--- src/include/irq_pkg.sv ---
/*
  constants of the two-level interrupt unit: register offsets, field positions,
  reset values and widths; assumes a 32-bit AXI4-Lite register bus.
*/
package irq_pkg;
  localparam int NUM_IRQ = 32;
  localparam int FIRST_IRQ = 3;
  localparam int IRQ_NUM_W = 5;
  localparam int ADDR_W = 8;
  localparam int VEC_SHIFT = 3;
  localparam logic [4:0] MEMERR_VEC = 5'h1;
  // register byte offsets
  localparam logic [7:0] OFS_MASK = 8'h00;
  localparam logic [7:0] OFS_PRIO = 8'h04;
  localparam logic [7:0] OFS_STICKY = 8'h08;
  localparam logic [7:0] OFS_STATUS = 8'h0C;
  localparam logic [7:0] OFS_SAVED1 = 8'h10;
  localparam logic [7:0] OFS_SAVED2 = 8'h14;
  localparam logic [7:0] OFS_CAUSE1 = 8'h18;
  localparam logic [7:0] OFS_CAUSE2 = 8'h1C;
  localparam logic [7:0] OFS_PENDING = 8'h20;
  localparam logic [7:0] OFS_TRIGGER = 8'h24;
  localparam logic [7:0] OFS_VECBASE = 8'h28;
  localparam logic [7:0] OFS_SENS = 8'h2C;
  // status word fields
  localparam int ST_E1 = 1;
  localparam int ST_E2 = 2;
  localparam int ST_A1 = 3;
  localparam int ST_A2 = 4;
  localparam logic [31:0] ST_EN_MASK = 32'h0000_0006;
  localparam logic [31:0] ST_ALL_MASK = 32'h0000_001E;
  // reset values
  localparam logic [31:0] PRIO_RST = 32'h0000_00C0;
  localparam logic [31:0] SENS_RST = 32'h0000_0000;
  localparam logic [31:0] STATUS_RST = 32'h0000_0000;
  localparam logic [31:0] VECBASE_BUILD = 32'h0000_0000;
  localparam logic [1:0] RESP_OKAY = 2'h0;
  localparam logic [1:0] RESP_SLVERR = 2'h2;
endpackage : irq_pkg

--- src/include/irq_req_if.sv ---
/*
  request bundle between the capture stage, the selector and the unit core;
  assumes one clock and all members driven by exactly one module.
*/
`timescale 1ns/1ps
`default_nettype none
interface irq_req_if #(parameter int N = 32);
  logic [N-1:0] pend;
  logic [N-1:0] lvl2Sel;
  logic [N-1:0] mask;
  logic hit1;
  logic hit2;
  logic [$clog2(N)-1:0] num1;
  logic [$clog2(N)-1:0] num2;
  modport capture (output pend);
  modport pick (input pend, lvl2Sel, mask, output hit1, hit2, num1, num2);
  modport core (input pend, hit1, hit2, num1, num2, output lvl2Sel, mask);
endinterface : irq_req_if
`default_nettype wire

--- src/hw/irq_capture.sv ---
/*
  per-line request capture: pulse latches, software trigger latches, pending
  vector; assumes request lines synchronous to clk.
*/
`timescale 1ns/1ps
`default_nettype none
module irq_capture #(parameter int N = irq_pkg::NUM_IRQ) (
  input wire logic clk,
  input wire logic rstn,
  input wire logic [N-1:0] lines,
  input wire logic [N-1:0] pulseSel,
  input wire logic [N-1:0] swSet,
  input wire logic [N-1:0] taken,
  irq_req_if.capture req
);
  import irq_pkg::*;
  logic [N-1:0] linePrev;
  logic [N-1:0] pulseHeld;
  logic [N-1:0] swHeld;
  logic [N-1:0] next_linePrev;
  logic [N-1:0] next_pulseHeld;
  logic [N-1:0] next_swHeld;
  wire [N-1:0] pendBits;

  // latch rising edges and triggers; a new set wins over the take clear
  always_comb begin
    next_linePrev = lines;
    next_pulseHeld = (pulseHeld & ~taken) | (lines & ~linePrev & pulseSel);
    next_swHeld = (swHeld & ~taken) | swSet;
  end

  always_ff @(posedge clk) begin
    if (!rstn) begin
      linePrev <= '0;
      pulseHeld <= '0;
      swHeld <= '0;
    end else begin
      linePrev <= next_linePrev;
      pulseHeld <= next_pulseHeld;
      swHeld <= next_swHeld;
    end
  end

  // per line pending: only lines 3 and up can request
  for (genvar i = 0; i < N; i++) begin : g_line
    if (i < FIRST_IRQ) begin : g_none
      assign pendBits[i] = 1'b0;
    end else begin : g_req
      assign pendBits[i] = (pulseSel[i] ? pulseHeld[i] : lines[i]) | swHeld[i];
    end
  end
  assign req.pend = pendBits;
endmodule : irq_capture
`default_nettype wire

--- src/hw/irq_pick.sv ---
/*
  fixed-priority selector for each priority set; purely combinational,
  assumes the pending, mask and set vectors are stable within a cycle.
*/
`timescale 1ns/1ps
`default_nettype none
module irq_pick #(parameter int N = irq_pkg::NUM_IRQ) (
  irq_req_if.pick req
);
  import irq_pkg::*;
  logic [N-1:0] cand1;
  logic [N-1:0] cand2;

  // the highest numbered enabled request of each set wins
  always_comb begin
    cand1 = req.pend & req.mask & ~req.lvl2Sel;
    cand2 = req.pend & req.mask & req.lvl2Sel;
    req.hit1 = |cand1;
    req.hit2 = |cand2;
    req.num1 = '0;
    req.num2 = '0;
    for (int i = 0; i < N; i++) begin
      if (cand1[i]) begin
        req.num1 = IRQ_NUM_W'(i);
      end
      if (cand2[i]) begin
        req.num2 = IRQ_NUM_W'(i);
      end
    end
  end
endmodule : irq_pick
`default_nettype wire

--- src/hw/two_level_interrupt_unit.sv ---
/*
  two-level interrupt unit: AXI4-Lite registers, entry and return sequencing;
  assumes core holds are synchronous levels and return strobes are synchronous one-cycle pulses.
*/
`timescale 1ns/1ps
`default_nettype none
module two_level_interrupt_unit #(
  parameter logic [31:0] VEC_BUILD = irq_pkg::VECBASE_BUILD,
  parameter bit HAS_BTA = 1'b1
) (
  input wire logic clk,
  input wire logic rstn,
  input wire logic awvalid,
  output logic awready,
  input wire logic [irq_pkg::ADDR_W-1:0] awaddr,
  input wire logic wvalid,
  output logic wready,
  input wire logic [31:0] wdata,
  input wire logic [3:0] wstrb,
  output logic bvalid,
  input wire logic bready,
  output logic [1:0] bresp,
  input wire logic arvalid,
  output logic arready,
  input wire logic [irq_pkg::ADDR_W-1:0] araddr,
  output logic rvalid,
  input wire logic rready,
  output logic [31:0] rdata,
  output logic [1:0] rresp,
  input wire logic [irq_pkg::NUM_IRQ-1:0] irqLine,
  input wire logic memError,
  input wire logic holdCompound,
  input wire logic holdPredBranch,
  input wire logic [31:0] pcNow,
  input wire logic [31:0] btaNow,
  input wire logic returnReq,
  input wire logic flagJumpReq,
  input wire logic flagJumpLevel2,
  input wire logic hostTrigValid,
  input wire logic [irq_pkg::IRQ_NUM_W-1:0] hostTrigNum,
  output logic takeValid,
  output logic takeLevel2,
  output logic [31:0] takeVector,
  output logic returnValid,
  output logic [31:0] returnPc,
  output logic [31:0] returnBta,
  output logic [31:0] statusWord
);
  import irq_pkg::*;

  // ********************************
  // state and request bundle
  // ********************************
  irq_req_if #(.N(NUM_IRQ)) req ();
  logic [31:0] mask, lvl2Sel, sens, vecBase, status, saved1, saved2;
  logic [31:0] link1, link2, sbt1, sbt2;
  logic [1:0] sticky;
  logic [4:0] cause1, cause2, hint;
  logic flagBusy, memPend;
  logic [31:0] next_mask, next_lvl2Sel, next_sens, next_vecBase;
  logic [31:0] next_status, next_saved1, next_saved2;
  logic [31:0] next_link1, next_link2, next_sbt1, next_sbt2;
  logic [1:0] next_sticky;
  logic [4:0] next_cause1, next_cause2, next_hint;
  logic next_flagBusy, next_memPend;
  logic next_takeValid, next_takeLevel2, next_returnValid;
  logic [31:0] next_takeVector, next_returnPc, next_returnBta;
  logic next_bvalid, next_rvalid;
  logic [1:0] next_bresp, next_rresp;
  logic [31:0] next_rdata;
  logic wrGo, rdGo, wrOk, rdOk, statusWr, hold, retDo, retL2;
  logic memTake, take1, take2;
  logic [4:0] takeNum;
  logic [NUM_IRQ-1:0] swSet, taken;
  logic [31:0] rdVal;

  // byte-lane merge for register writes
  function automatic logic [31:0] merge(input logic [31:0] old,
                                        input logic [31:0] nw,
                                        input logic [3:0] strb);
    for (int b = 0; b < 4; b++) begin
      if (strb[b]) begin
        old[8*b +: 8] = nw[8*b +: 8];
      end
    end
    return old;
  endfunction : merge

  assign req.mask = mask;
  assign req.lvl2Sel = lvl2Sel;

  irq_capture #(.N(NUM_IRQ)) u_capture (
    .clk(clk),
    .rstn(rstn),
    .lines(irqLine),
    .pulseSel(sens),
    .swSet(swSet),
    .taken(taken),
    .req(req)
  );

  irq_pick #(.N(NUM_IRQ)) u_pick (
    .req(req)
  );

  // ********************************
  // bus handshake and read mux
  // ********************************
  // write address and data are taken together, one at a time
  assign wrGo = awvalid & wvalid & ~bvalid;
  assign awready = wrGo;
  assign wready = wrGo;
  assign rdGo = arvalid & ~rvalid;
  assign arready = rdGo;
  assign statusWr = wrGo & (awaddr == OFS_STATUS);

  // writable offsets
  always_comb begin
    unique case (awaddr)
      OFS_MASK, OFS_PRIO, OFS_STICKY, OFS_STATUS, OFS_SAVED1, OFS_SAVED2,
      OFS_TRIGGER, OFS_VECBASE, OFS_SENS: wrOk = 1'b1;
      default: wrOk = 1'b0;
    endcase
  end

  // readable offsets; pending is read-only
  always_comb begin
    rdOk = 1'b1;
    unique case (araddr)
      OFS_MASK: rdVal = mask;
      OFS_PRIO: rdVal = lvl2Sel;
      OFS_STICKY: rdVal = {30'h0, sticky};
      OFS_STATUS: rdVal = status;
      OFS_SAVED1: rdVal = saved1;
      OFS_SAVED2: rdVal = saved2;
      OFS_CAUSE1: rdVal = {27'h0, cause1};
      OFS_CAUSE2: rdVal = {27'h0, cause2};
      OFS_PENDING: rdVal = req.pend;
      OFS_TRIGGER: rdVal = {27'h0, hint};
      OFS_VECBASE: rdVal = vecBase;
      OFS_SENS: rdVal = sens;
      default: begin
        rdVal = '0;
        rdOk = 1'b0;
      end
    endcase
  end

  // ********************************
  // entry and return decisions
  // ********************************
  // entry waits for compound instructions, predicted branches, flag updates
  always_comb begin
    hold = holdCompound | holdPredBranch | flagBusy | statusWr;
    retDo = returnReq | flagJumpReq;
    retL2 = flagJumpReq ? flagJumpLevel2 : status[ST_A2];
    memTake = memPend & ~status[ST_A2] & ~hold & ~retDo;
    take2 = ~memTake & req.hit2 & status[ST_E2] & ~status[ST_A2]
            & ~hold & ~retDo;
    take1 = ~memTake & ~take2 & req.hit1 & status[ST_E1]
            & ~status[ST_A1] & ~status[ST_A2] & ~hold & ~retDo;
    takeNum = memTake ? MEMERR_VEC : (take2 ? req.num2 : req.num1);
    taken = '0;
    if (take1 | take2) begin
      taken[takeNum] = 1'b1;
    end
    swSet = '0;
    if (hostTrigValid && hostTrigNum >= IRQ_NUM_W'(FIRST_IRQ)) begin
      swSet[hostTrigNum] = 1'b1;
    end
    if (wrGo && awaddr == OFS_TRIGGER && wstrb[0]
        && wdata[4:0] >= IRQ_NUM_W'(FIRST_IRQ)) begin
      swSet[wdata[4:0]] = 1'b1;
    end
  end

  // ********************************
  // register next values
  // ********************************
  always_comb begin
    next_mask = mask;
    next_lvl2Sel = lvl2Sel;
    next_sens = sens;
    next_vecBase = vecBase;
    next_status = status;
    next_saved1 = saved1;
    next_saved2 = saved2;
    next_link1 = link1;
    next_link2 = link2;
    next_sbt1 = sbt1;
    next_sbt2 = sbt2;
    next_sticky = sticky;
    next_cause1 = cause1;
    next_cause2 = cause2;
    next_hint = hint;
    next_flagBusy = statusWr;
    next_memPend = memPend | memError;
    next_takeValid = 1'b0;
    next_takeLevel2 = takeLevel2;
    next_takeVector = takeVector;
    next_returnValid = 1'b0;
    next_returnPc = returnPc;
    next_returnBta = returnBta;
    // software writes
    if (wrGo) begin
      unique case (awaddr)
        OFS_MASK: next_mask = merge(mask, wdata, wstrb);
        OFS_PRIO: next_lvl2Sel = merge(lvl2Sel, wdata, wstrb);
        OFS_STICKY: next_sticky = sticky & ~(wdata[1:0] & {2{wstrb[0]}});
        OFS_STATUS: next_status = (status & ~ST_EN_MASK)
                                  | (merge(status, wdata, wstrb) & ST_EN_MASK);
        OFS_SAVED1: next_saved1 = merge(saved1, wdata, wstrb) & ST_ALL_MASK;
        OFS_SAVED2: next_saved2 = merge(saved2, wdata, wstrb) & ST_ALL_MASK;
        OFS_TRIGGER: next_hint = wstrb[0] ? wdata[4:0] : hint;
        OFS_VECBASE: next_vecBase = merge(vecBase, wdata, wstrb);
        OFS_SENS: next_sens = merge(sens, wdata, wstrb);
        default: next_hint = hint;
      endcase
    end
    if (hostTrigValid && !(wrGo && awaddr == OFS_TRIGGER)) begin
      next_hint = hostTrigNum;
    end
    // a new trigger number in the same cycle wins over the take clear
    if ((take1 | take2) && hint == takeNum && !hostTrigValid
        && !(wrGo && awaddr == OFS_TRIGGER)) begin
      next_hint = '0;
    end
    // level two entry, memory error included
    if (memTake | take2) begin
      next_saved2 = status;
      next_link2 = pcNow;
      next_sbt2 = btaNow;
      next_status[ST_E1] = 1'b0;
      next_status[ST_E2] = 1'b0;
      next_status[ST_A2] = 1'b1;
      next_cause2 = takeNum;
      next_sticky[1] = 1'b1;
      next_memPend = memError;
    end
    // level one entry
    if (take1) begin
      next_saved1 = status;
      next_link1 = pcNow;
      next_sbt1 = btaNow;
      next_status[ST_E1] = 1'b0;
      next_status[ST_A1] = 1'b1;
      next_cause1 = takeNum;
      next_sticky[0] = 1'b1;
    end
    if (memTake | take1 | take2) begin
      next_takeValid = 1'b1;
      next_takeLevel2 = memTake | take2;
      next_takeVector = vecBase + (32'(takeNum) << VEC_SHIFT);
    end
    // return restores status, link and branch target, causes untouched
    if (retDo) begin
      next_returnValid = 1'b1;
      next_status = retL2 ? saved2 : saved1;
      next_returnPc = retL2 ? link2 : link1;
      next_returnBta = HAS_BTA ? (retL2 ? sbt2 : sbt1) : '0;
    end
  end

  // bus answer registers
  always_comb begin
    next_bvalid = bvalid & ~bready;
    next_bresp = bresp;
    next_rvalid = rvalid & ~rready;
    next_rresp = rresp;
    next_rdata = rdata;
    if (wrGo) begin
      next_bvalid = 1'b1;
      next_bresp = wrOk ? RESP_OKAY : RESP_SLVERR;
    end
    if (rdGo) begin
      next_rvalid = 1'b1;
      next_rresp = rdOk ? RESP_OKAY : RESP_SLVERR;
      next_rdata = rdVal;
    end
  end

  always_ff @(posedge clk) begin
    if (!rstn) begin
      mask <= '0;
      lvl2Sel <= PRIO_RST;
      sens <= SENS_RST;
      vecBase <= VEC_BUILD;
      status <= STATUS_RST;
      saved1 <= '0;
      saved2 <= '0;
      link1 <= '0;
      link2 <= '0;
      sbt1 <= '0;
      sbt2 <= '0;
      sticky <= '0;
      cause1 <= '0;
      cause2 <= '0;
      hint <= '0;
      flagBusy <= 1'b0;
      memPend <= 1'b0;
      takeValid <= 1'b0;
      takeLevel2 <= 1'b0;
      takeVector <= '0;
      returnValid <= 1'b0;
      returnPc <= '0;
      returnBta <= '0;
      bvalid <= 1'b0;
      bresp <= RESP_OKAY;
      rvalid <= 1'b0;
      rresp <= RESP_OKAY;
      rdata <= '0;
    end else begin
      mask <= next_mask;
      lvl2Sel <= next_lvl2Sel;
      sens <= next_sens;
      vecBase <= next_vecBase;
      status <= next_status;
      saved1 <= next_saved1;
      saved2 <= next_saved2;
      link1 <= next_link1;
      link2 <= next_link2;
      sbt1 <= next_sbt1;
      sbt2 <= next_sbt2;
      sticky <= next_sticky;
      cause1 <= next_cause1;
      cause2 <= next_cause2;
      hint <= next_hint;
      flagBusy <= next_flagBusy;
      memPend <= next_memPend;
      takeValid <= next_takeValid;
      takeLevel2 <= next_takeLevel2;
      takeVector <= next_takeVector;
      returnValid <= next_returnValid;
      returnPc <= next_returnPc;
      returnBta <= next_returnBta;
      bvalid <= next_bvalid;
      bresp <= next_bresp;
      rvalid <= next_rvalid;
      rresp <= next_rresp;
      rdata <= next_rdata;
    end
  end

  assign statusWord = status;
endmodule : two_level_interrupt_unit
`default_nettype wire

--- config.mk ---
export PLATFORM = sky130hd
export DESIGN_NAME = two_level_interrupt_unit
export DESIGN_NICKNAME = d
export VERILOG_FILES = /design/src/include/irq_pkg.sv /design/src/include/irq_req_if.sv /design/src/hw/irq_capture.sv /design/src/hw/irq_pick.sv /design/src/hw/two_level_interrupt_unit.sv
export SDC_FILE = /design/constraint.sdc
export NUM_CORES = 1
export LEC_CHECK = 0
export BUFFER_PORTS_ARGS = -buffer_cell sky130_fd_sc_hd__buf_2
export CAP_MARGIN = 10
export CORE_ASPECT_RATIO = 2
export CORE_MARGIN = 8
export CORE_UTILIZATION = 36
export CTS_BUF_LIST = sky130_fd_sc_hd__clkbuf_4
export CTS_CLUSTER_DIAMETER = 40
export DETAILED_ROUTE_END_ITERATION = 8
export GPL_TIMING_DRIVEN = 0
export PLACE_DENSITY = 0.59
export SLEW_MARGIN = 20
export SYNTH_ARGS = -nofsm -noshare
export SYNTH_HDL_FRONTEND = slang
export SYNTH_SLANG_ARGS = --single-unit
--- constraint.sdc ---
create_clock -name clk -period 5.8 [get_ports clk]
set_input_delay 0.58 -clock clk [delete_from_list [all_inputs] [get_ports clk]]
set_output_delay 0.58 -clock clk [all_outputs]
set_load 0.05 [all_outputs]
==> reports/qor.yml, run 1 <==
sta:
  finalSetupViolCount: 0
  finalCritPeriodShare: 0.977
  hold_viol_final: 0
  relSlewSlack: 0.0994
  layout_min_cycle_time_ns: 5.67
  worst_slack_ns: 0.131
  clock_skew_ns: 0.0658
  worst_slew_pin_slew_ns: 1.34
  final-max-slew-violation-count: 0
  max_freq_mhz: 176
  fin_setup_tns_ns: 0
critical_path:
  critical_path_arrival_ns: 6.57
  critPathKind: "reg2reg"
  start_kind: "flop"
  cp_max_fo: 10
  required_ns: 6.70
  worst_setup_path_end_kind: "flop"
clocking:
  clock_latency_ns: 1.01
  cts_buffer_depth: 3
  clk_pin_slew_ns: 0.07
  cts.sinks: 593
  numCtsBuffers: 142
  clock-root-buffer: "clkbuf_4"
  htree_levels: 4
  cts_tree: "yes"
detailed_routing:
  vias: 26754
  drt-initial-drc-count: 2042
  viasPerCell: 5.73
  ant_nets: 0
  first_pass_iters: 6
  drc_errors: 0
  wire_per_inst_um: 29.1
  drt_wl_total_um: 136000
placement:
  io_buffers: 331
  place_area_um2: 28800
  post-dp-hpwl_um: 103000
  place_ws_ns: -0.369
  globalplace.congestion: 1.01
global_routing:
  grt_pass1_wl_um: 190000
  use_met1: 0.315
  grt_max_degree: 17
  use_met3: 0.0967
  gr-usage-met2: 0.553
  antenna_found_initial: 18
  grt_util_all_layers: 0.327
  overflow: 0
  grt.busiest_layer: "met2"
  grt_pass1_vias: 26855
synthesis:
  ys_top_cells_by_area: "dfxtp_1 46%, mux2i_1 8.6%, nand2_1 6.2%, nor2_1 5.9%, a21oi_1 4.9%"
  async_reset_ff_frac: 0
  synth-simple-area-share: 0.190
  synth_edf_count: 0
  synth_area_um2: 26000
  synth.avg_cell_area_um2: 8.60
  synth_top_family_by_area: "compound AO/OA/AOI/OAI gates"
  yosys.area_share.adder: 0.00318
  ys_seq_area_frac: 0.456
  ys_warn_count: 0
  synthXorXnorAreaFrac: 0.0111
  yosysUniqueCellTypes: 92
  yosysTopAreaCell: "dfxtp_1"
  synth_ff_type: "dfxtp_1"
  ys_seq_elements: 593
  synth_top_area_frac: 0.456
  synth.mux.area_fraction: 0.0987
  synth_cells: 3024
  synth_compound_area_frac: 0.207
floorplanning:
  die_y_um: 396
  rows: 139
  ios: 339
  start_util: 0.363
  fp.dieArea_um2: 81600
  core-area_um2: 71700
  die-width_um: 206
finish:
  postLayoutCoreUtil: 0.448
  n_fill_cell: 7416
  synthToLayoutAreaGrowth_pct: 23.5
  final_area_um2: 32100
  layout_commonest_cell: "dfxtp_1"
  layout.nets: 3813
  layout_common_cells: "590 x dfxtp_1, 430 x nand2_1, 411 x nor2_1"
  drive_gt1_frac: 0.179
power:
  power_density_nw_per_um2: 265
  finalPower_mw: 8.50
  p_leak_nw: 13.3
  peakVddDrop_uv: 181
flow_run:
  drv_cap: 0
run_status:
  status: "finished clean"
min_path:
  hp-class: "in2reg"
## final timing paths
kind | slack (ns) | to | depth (start not counted) | from
setup / recovery | 0.13 | takeVector[14] | 19 | sens[25]
hold / removal | 0.09 | hint[0] | 3 | hostTrigValid
setup reg to reg | 0.13 | takeVector[14] | 19 | sens[25]
hold reg to reg | 0.45 | u_capture.pulseHeld[18] | 2 | u_capture.pulseHeld[18]
## area by class of cell
class	count	area, um^2	area share
clock buffer	205	1540	0.0479
clock inverter	41	269	0.00837
antenna	14	35.0	0.00109
timing repair buffer	471	3060	0.0953
buffer	199	805	0.0250
tap	916	1150	0.0357
inverter	18	67.6	0.00210
sequential	593	11900	0.370
multi-input combinational	2215	13300	0.415
## logic make-up (layout without fill, tap and decap cells)
family                     Yosys count  count (layout)
xor gates and xnor gates            32              32
muxes                              250             250
other                                1              16
and+or+nand+nor                   1118            1118
adders and majority gates            6               6
DFF                                593             593
AOI/OAI and AO/OA                  807             807
buffers and inverters              217             934
## layer usage
layer,vias to the layer above,wire (um)
li1,12124,-
met1,12789,44900
met2,1360,66200
met3,465,10800
met4,16,14100
met5,-,108
## cell usage after synthesis (all sizes together) (30+ instances only)
| cell type | n |
|---|---|
| a21oi | 257 |
| buf | 38 |
| a22oi | 79 |
| mux2i | 223 |
| o211ai | 30 |
| and2 | 39 |
| nand3b | 35 |
| dfxtp | 593 |
| nor2 | 415 |
| a221oi | 36 |
| nand3 | 68 |
| clkbuf | 161 |
| nor2b | 33 |
| nand2 | 432 |
| a211oi | 128 |
| o21ai | 129 |
| a22o | 44 |
## what timing repair did
action	in CTS	in global routing
hold buffers	136	0
gates resized for setup	1	7
setup endpoints to repair	4	3
endpoints found under the hold margin	306	0
pin swaps	1	0
setup buffers	2	0
## metrics by stage
stage	std cells	hold WS [ns]
after floorplan	3025	0.425
after global placement	4272	0.433
after detailed placement	4272	0.441
after CTS	4656	0.00296
after global routing	4664	0.0881
final	4672	0.0927
## power by group
group	switching [mW]	internal (mW)	total (mW)	leakage (nW)
Clock	1.84	1.76	3.60	1.07
Combinational	0.508	0.224	0.733	7.47
Sequential	0.0472	4.12	4.17	4.80
Total	2.39	6.11	8.50	13.3
## critical path, cell delays in order (launching register included)
cell and delay, ns:
dfxtp_1 0.67, mux2_2 0.50, o211ai_2 0.24, nand4_2 0.22, nor4b_4 0.47, a21o_4 0.18
buf_6 0.21, nor2_2 0.09, a311oi_4 0.25, buf_12 0.18, buf_4 0.28, ha_1 0.28
a21o_1 0.16, a21oi_1 0.21, o21bai_1 0.11, a21oi_1 0.66, nor2_1 0.23, and3_1 0.26
xnor2_1 0.12, a211oi_1 0.21
(Power assumes the default switching activity.)
==> run 2, diff against run 1 <==
==> constraint.sdc (replaced) <==
create_clock -name clk -period 6.12 [get_ports clk]
set_input_delay 0.612 -clock clk [delete_from_list [all_inputs] [get_ports clk]]
set_output_delay 0.612 -clock clk [all_outputs]
set_load 0.05 [all_outputs]
==> reports/qor.yml, run 2 (synthesis gave the netlist of run 1 again) <==
clocking:
  cts.sinks: 593  # unchanged
  clk_pin_slew_ns: 0.08  # was 0.07 ns
  clock_latency_ns: 1.01  # about the same
  cts_tree: "yes"  # unchanged
  clock-root-buffer: "clkbuf_4"  # unchanged
  numCtsBuffers: 142  # unchanged
  htree_levels: 4  # unchanged
  cts_buffer_depth: 3  # unchanged
global_routing:
  grt_pass1_wl_um: 189000  # was 190,000 um
  antenna_found_initial: 18  # unchanged
  grt_pass1_vias: 26865  # was 26,855
  grt_max_degree: 17  # unchanged
  grt_util_all_layers: 0.327  # about the same
  overflow: 0  # unchanged
placement:
  place_area_um2: 28800  # unchanged
  placed_cells: 4272  # unchanged
  post-dp-hpwl_um: 103000  # unchanged
  globalplace.congestion: 1.01  # unchanged
  place_ws_ns: -0.0807  # was -0.369 ns
  io_buffers: 331  # unchanged
finish:
  final_area_um2: 32100  # about the same
  layout_common_cells: "593 x dfxtp_1, 430 x nand2_1, 411 x nor2_1"  # was 590 x dfxtp_1, 430 x nand2_1, 411 x nor2_1
  n_fill_cell: 7416  # unchanged
  fin_cells: 4669  # was 4,672
  layout_commonest_cell: "dfxtp_1"  # unchanged
  layout.nets: 3812  # was 3,813
  drive_gt1_frac: 0.177  # was 0.179
  postLayoutCoreUtil: 0.448  # about the same
  synthToLayoutAreaGrowth_pct: 23.4  # was 23.5%
sta:
  hold_slack_ns: 0.112  # was 0.0927 ns
  rsz0062_at_grt: "no"
  layout_min_cycle_time_ns: 5.80  # was 5.67 ns
  finalSetupViolCount: 0  # unchanged
  hold_viol_final: 0  # unchanged
  relSlewSlack: 0.148  # was 0.0994
  clock_skew_ns: 0.0730  # was 0.0658 ns
  finalCritPeriodShare: 0.947  # was 0.977
  max_freq_mhz: 173  # was 176 MHz
  worst_slew_pin_slew_ns: 1.28  # was 1.34 ns
  fin_setup_tns_ns: 0  # unchanged
  final-max-slew-violation-count: 0  # unchanged
  worst_slack_ns: 0.324  # was 0.131 ns
critical_path:
  required_ns: 7.05  # was 6.70 ns
  critical_path_arrival_ns: 6.72  # was 6.57 ns
  cp_max_fo: 10  # unchanged
  path_delay_family: "compound AO/OA/AOI/OAI gates"  # unchanged
  cp-startpoint: "sens[8]"  # was sens[25]
  start_kind: "flop"  # unchanged
  cp_slowest_cell: "dfxtp_1"  # unchanged
  slowest_delay_ns: 0.68  # was 0.67 ns
  crit_top_cell: "a21oi_1"  # unchanged
  path_cells: "mux2_2 -> o21ai_0 -> a21boi_0 -> o31ai_1 -> a211o_1 -> a311o_1 -> o21ai_1 -> buf_2 -> ha_1 -> fa_1 -> a21oi_1 -> o21bai_1 -> a21oi_1 -> nor4_2 -> nand2_1 -> nor3_1 -> xnor2_1 -> a211oi_1"  # was mux2_2 -> o211ai_2 -> nand4_2 -> nor4b_4 -> a21o_4 -> buf_6 -> nor2_2 -> a311oi_4 -> buf_12 -> buf_4 -> ha_1 -> a21o_1 -> a21oi_1 -> o21bai_1 -> a21oi_1 -> nor2_1 -> and3_1 -> xnor2_1 -> a211oi_1
  r2r_start: "sens[8]"  # was sens[25]
  worst_setup_path_end_kind: "flop"  # unchanged
  critPathKind: "reg2reg"  # unchanged
  critPathBufInv: 1  # was 3
flow_run:
  drv_cap: 0  # unchanged
power:
  p_seq_frac: 0.490  # about the same
  power_density_nw_per_um2: 251  # was 265 nW/um^2
  p_leak_nw: 13.3  # about the same
  clkPwrFrac: 0.424  # was 0.423
  p_comb_frac: 0.086  # about the same
  switchingPower_mw: 2.27  # was 2.39 mW
  intPower_mw: 5.79  # was 6.11 mW
  netSwitchingFraction: 0.282  # was 0.281
  peakVddDrop_uv: 170  # was 181 uV
  finalPower_mw: 8.06  # was 8.50 mW
detailed_routing:
  drt-initial-drc-count: 2019  # was 2,042
  viasPerCell: 5.73  # about the same
  first_pass_iters: 6  # unchanged
  vias: 26769  # was 26,754
  ant_nets: 0  # unchanged
  drc_errors: 0  # unchanged
  drt_wl_total_um: 136000  # about the same
  wire_per_inst_um: 29.1  # about the same
floorplanning:
  rows: 139  # unchanged
  die_y_um: 396  # unchanged
  fp.dieArea_um2: 81600  # unchanged
  ios: 339  # unchanged
  core-area_um2: 71700  # unchanged
  die-width_um: 206  # unchanged
  start_util: 0.363  # unchanged
min_path:
  min-delay-start: "wstrb[0]"  # was hostTrigValid
  hp-class: "in2reg"  # unchanged
run_status:
  status: "finished clean"  # unchanged
-- run 2: worst register-to-register path: cells and delay by family (launching register included) --
family | cells | cell delay [ns]
flip-flops | 1 | 0.68
AO/OA/AOI/OAI | 10 | 2.52
XOR/XNOR | 1 | 0.16
AND/OR/NAND/NOR | 3 | 1.00
multiplexers | 1 | 0.48
adder cells (fa/ha/maj) | 2 | 0.49
buffers and inverters | 1 | 0.40
-- run 2: area by class of cell --
cell class	instances	area, um^2	share of cell area
repair buffers	470	3050	0.0951
diodes	12	30.0	0.000936
clock buffers	205	1540	0.0480
clock inverters	41	269	0.00838
flip-flops and latches	593	11900	0.370
well taps	916	1150	0.0357
inverters	18	67.6	0.00211
multi-input cells	2215	13300	0.415
plain buffers	199	805	0.0251
-- run 2: final timing paths --
kind / to / slack (ns) / cells after the start
hold / removal: hint[3] / 0.11 / 5
setup reg to reg: takeVector[31] / 0.32 / 18
setup / recovery: takeVector[31] / 0.32 / 18
hold reg to reg: u_capture.pulseHeld[18] / 0.45 / 2
-- run 2: metal layers --
layer | vias to the layer above | routed length, um | track usage | part of all wire
met5 | - | 108 | 0 | 0.00079
met4 | 16 | 14300 | 0.296 | 0.11
met3 | 483 | 10500 | 0.0965 | 0.077
met2 | 1326 | 66100 | 0.551 | 0.49
met1 | 12818 | 45000 | 0.315 | 0.33
li1 | 12126 | - | - | -
-- run 2: timing repair --
item                                    4_1_cts  5_1_grt
hold buffers                                135        0
resized for setup                             0        1
setup buffers                                 2        0
pin swaps                                     1        0
endpoints found under the hold margin       306        0
endpoints found under the setup margin        1        1
cloned                                        0        0
-- run 2: power by group through the flow --
| stage | registers (mW) | logic, mW | clock network (mW) |
|---|---|---|---|
| global route | 3.95 | 0.724 | 3.64 |
| floorplan | 4.12 | 0.236 | 0 |
| CTS | 3.95 | 0.679 | 3.46 |
| detailed placement | 4.04 | 0.605 | 0 |
| global placement | 4.04 | 0.603 | 0 |
| finish | 3.95 | 0.693 | 3.42 |
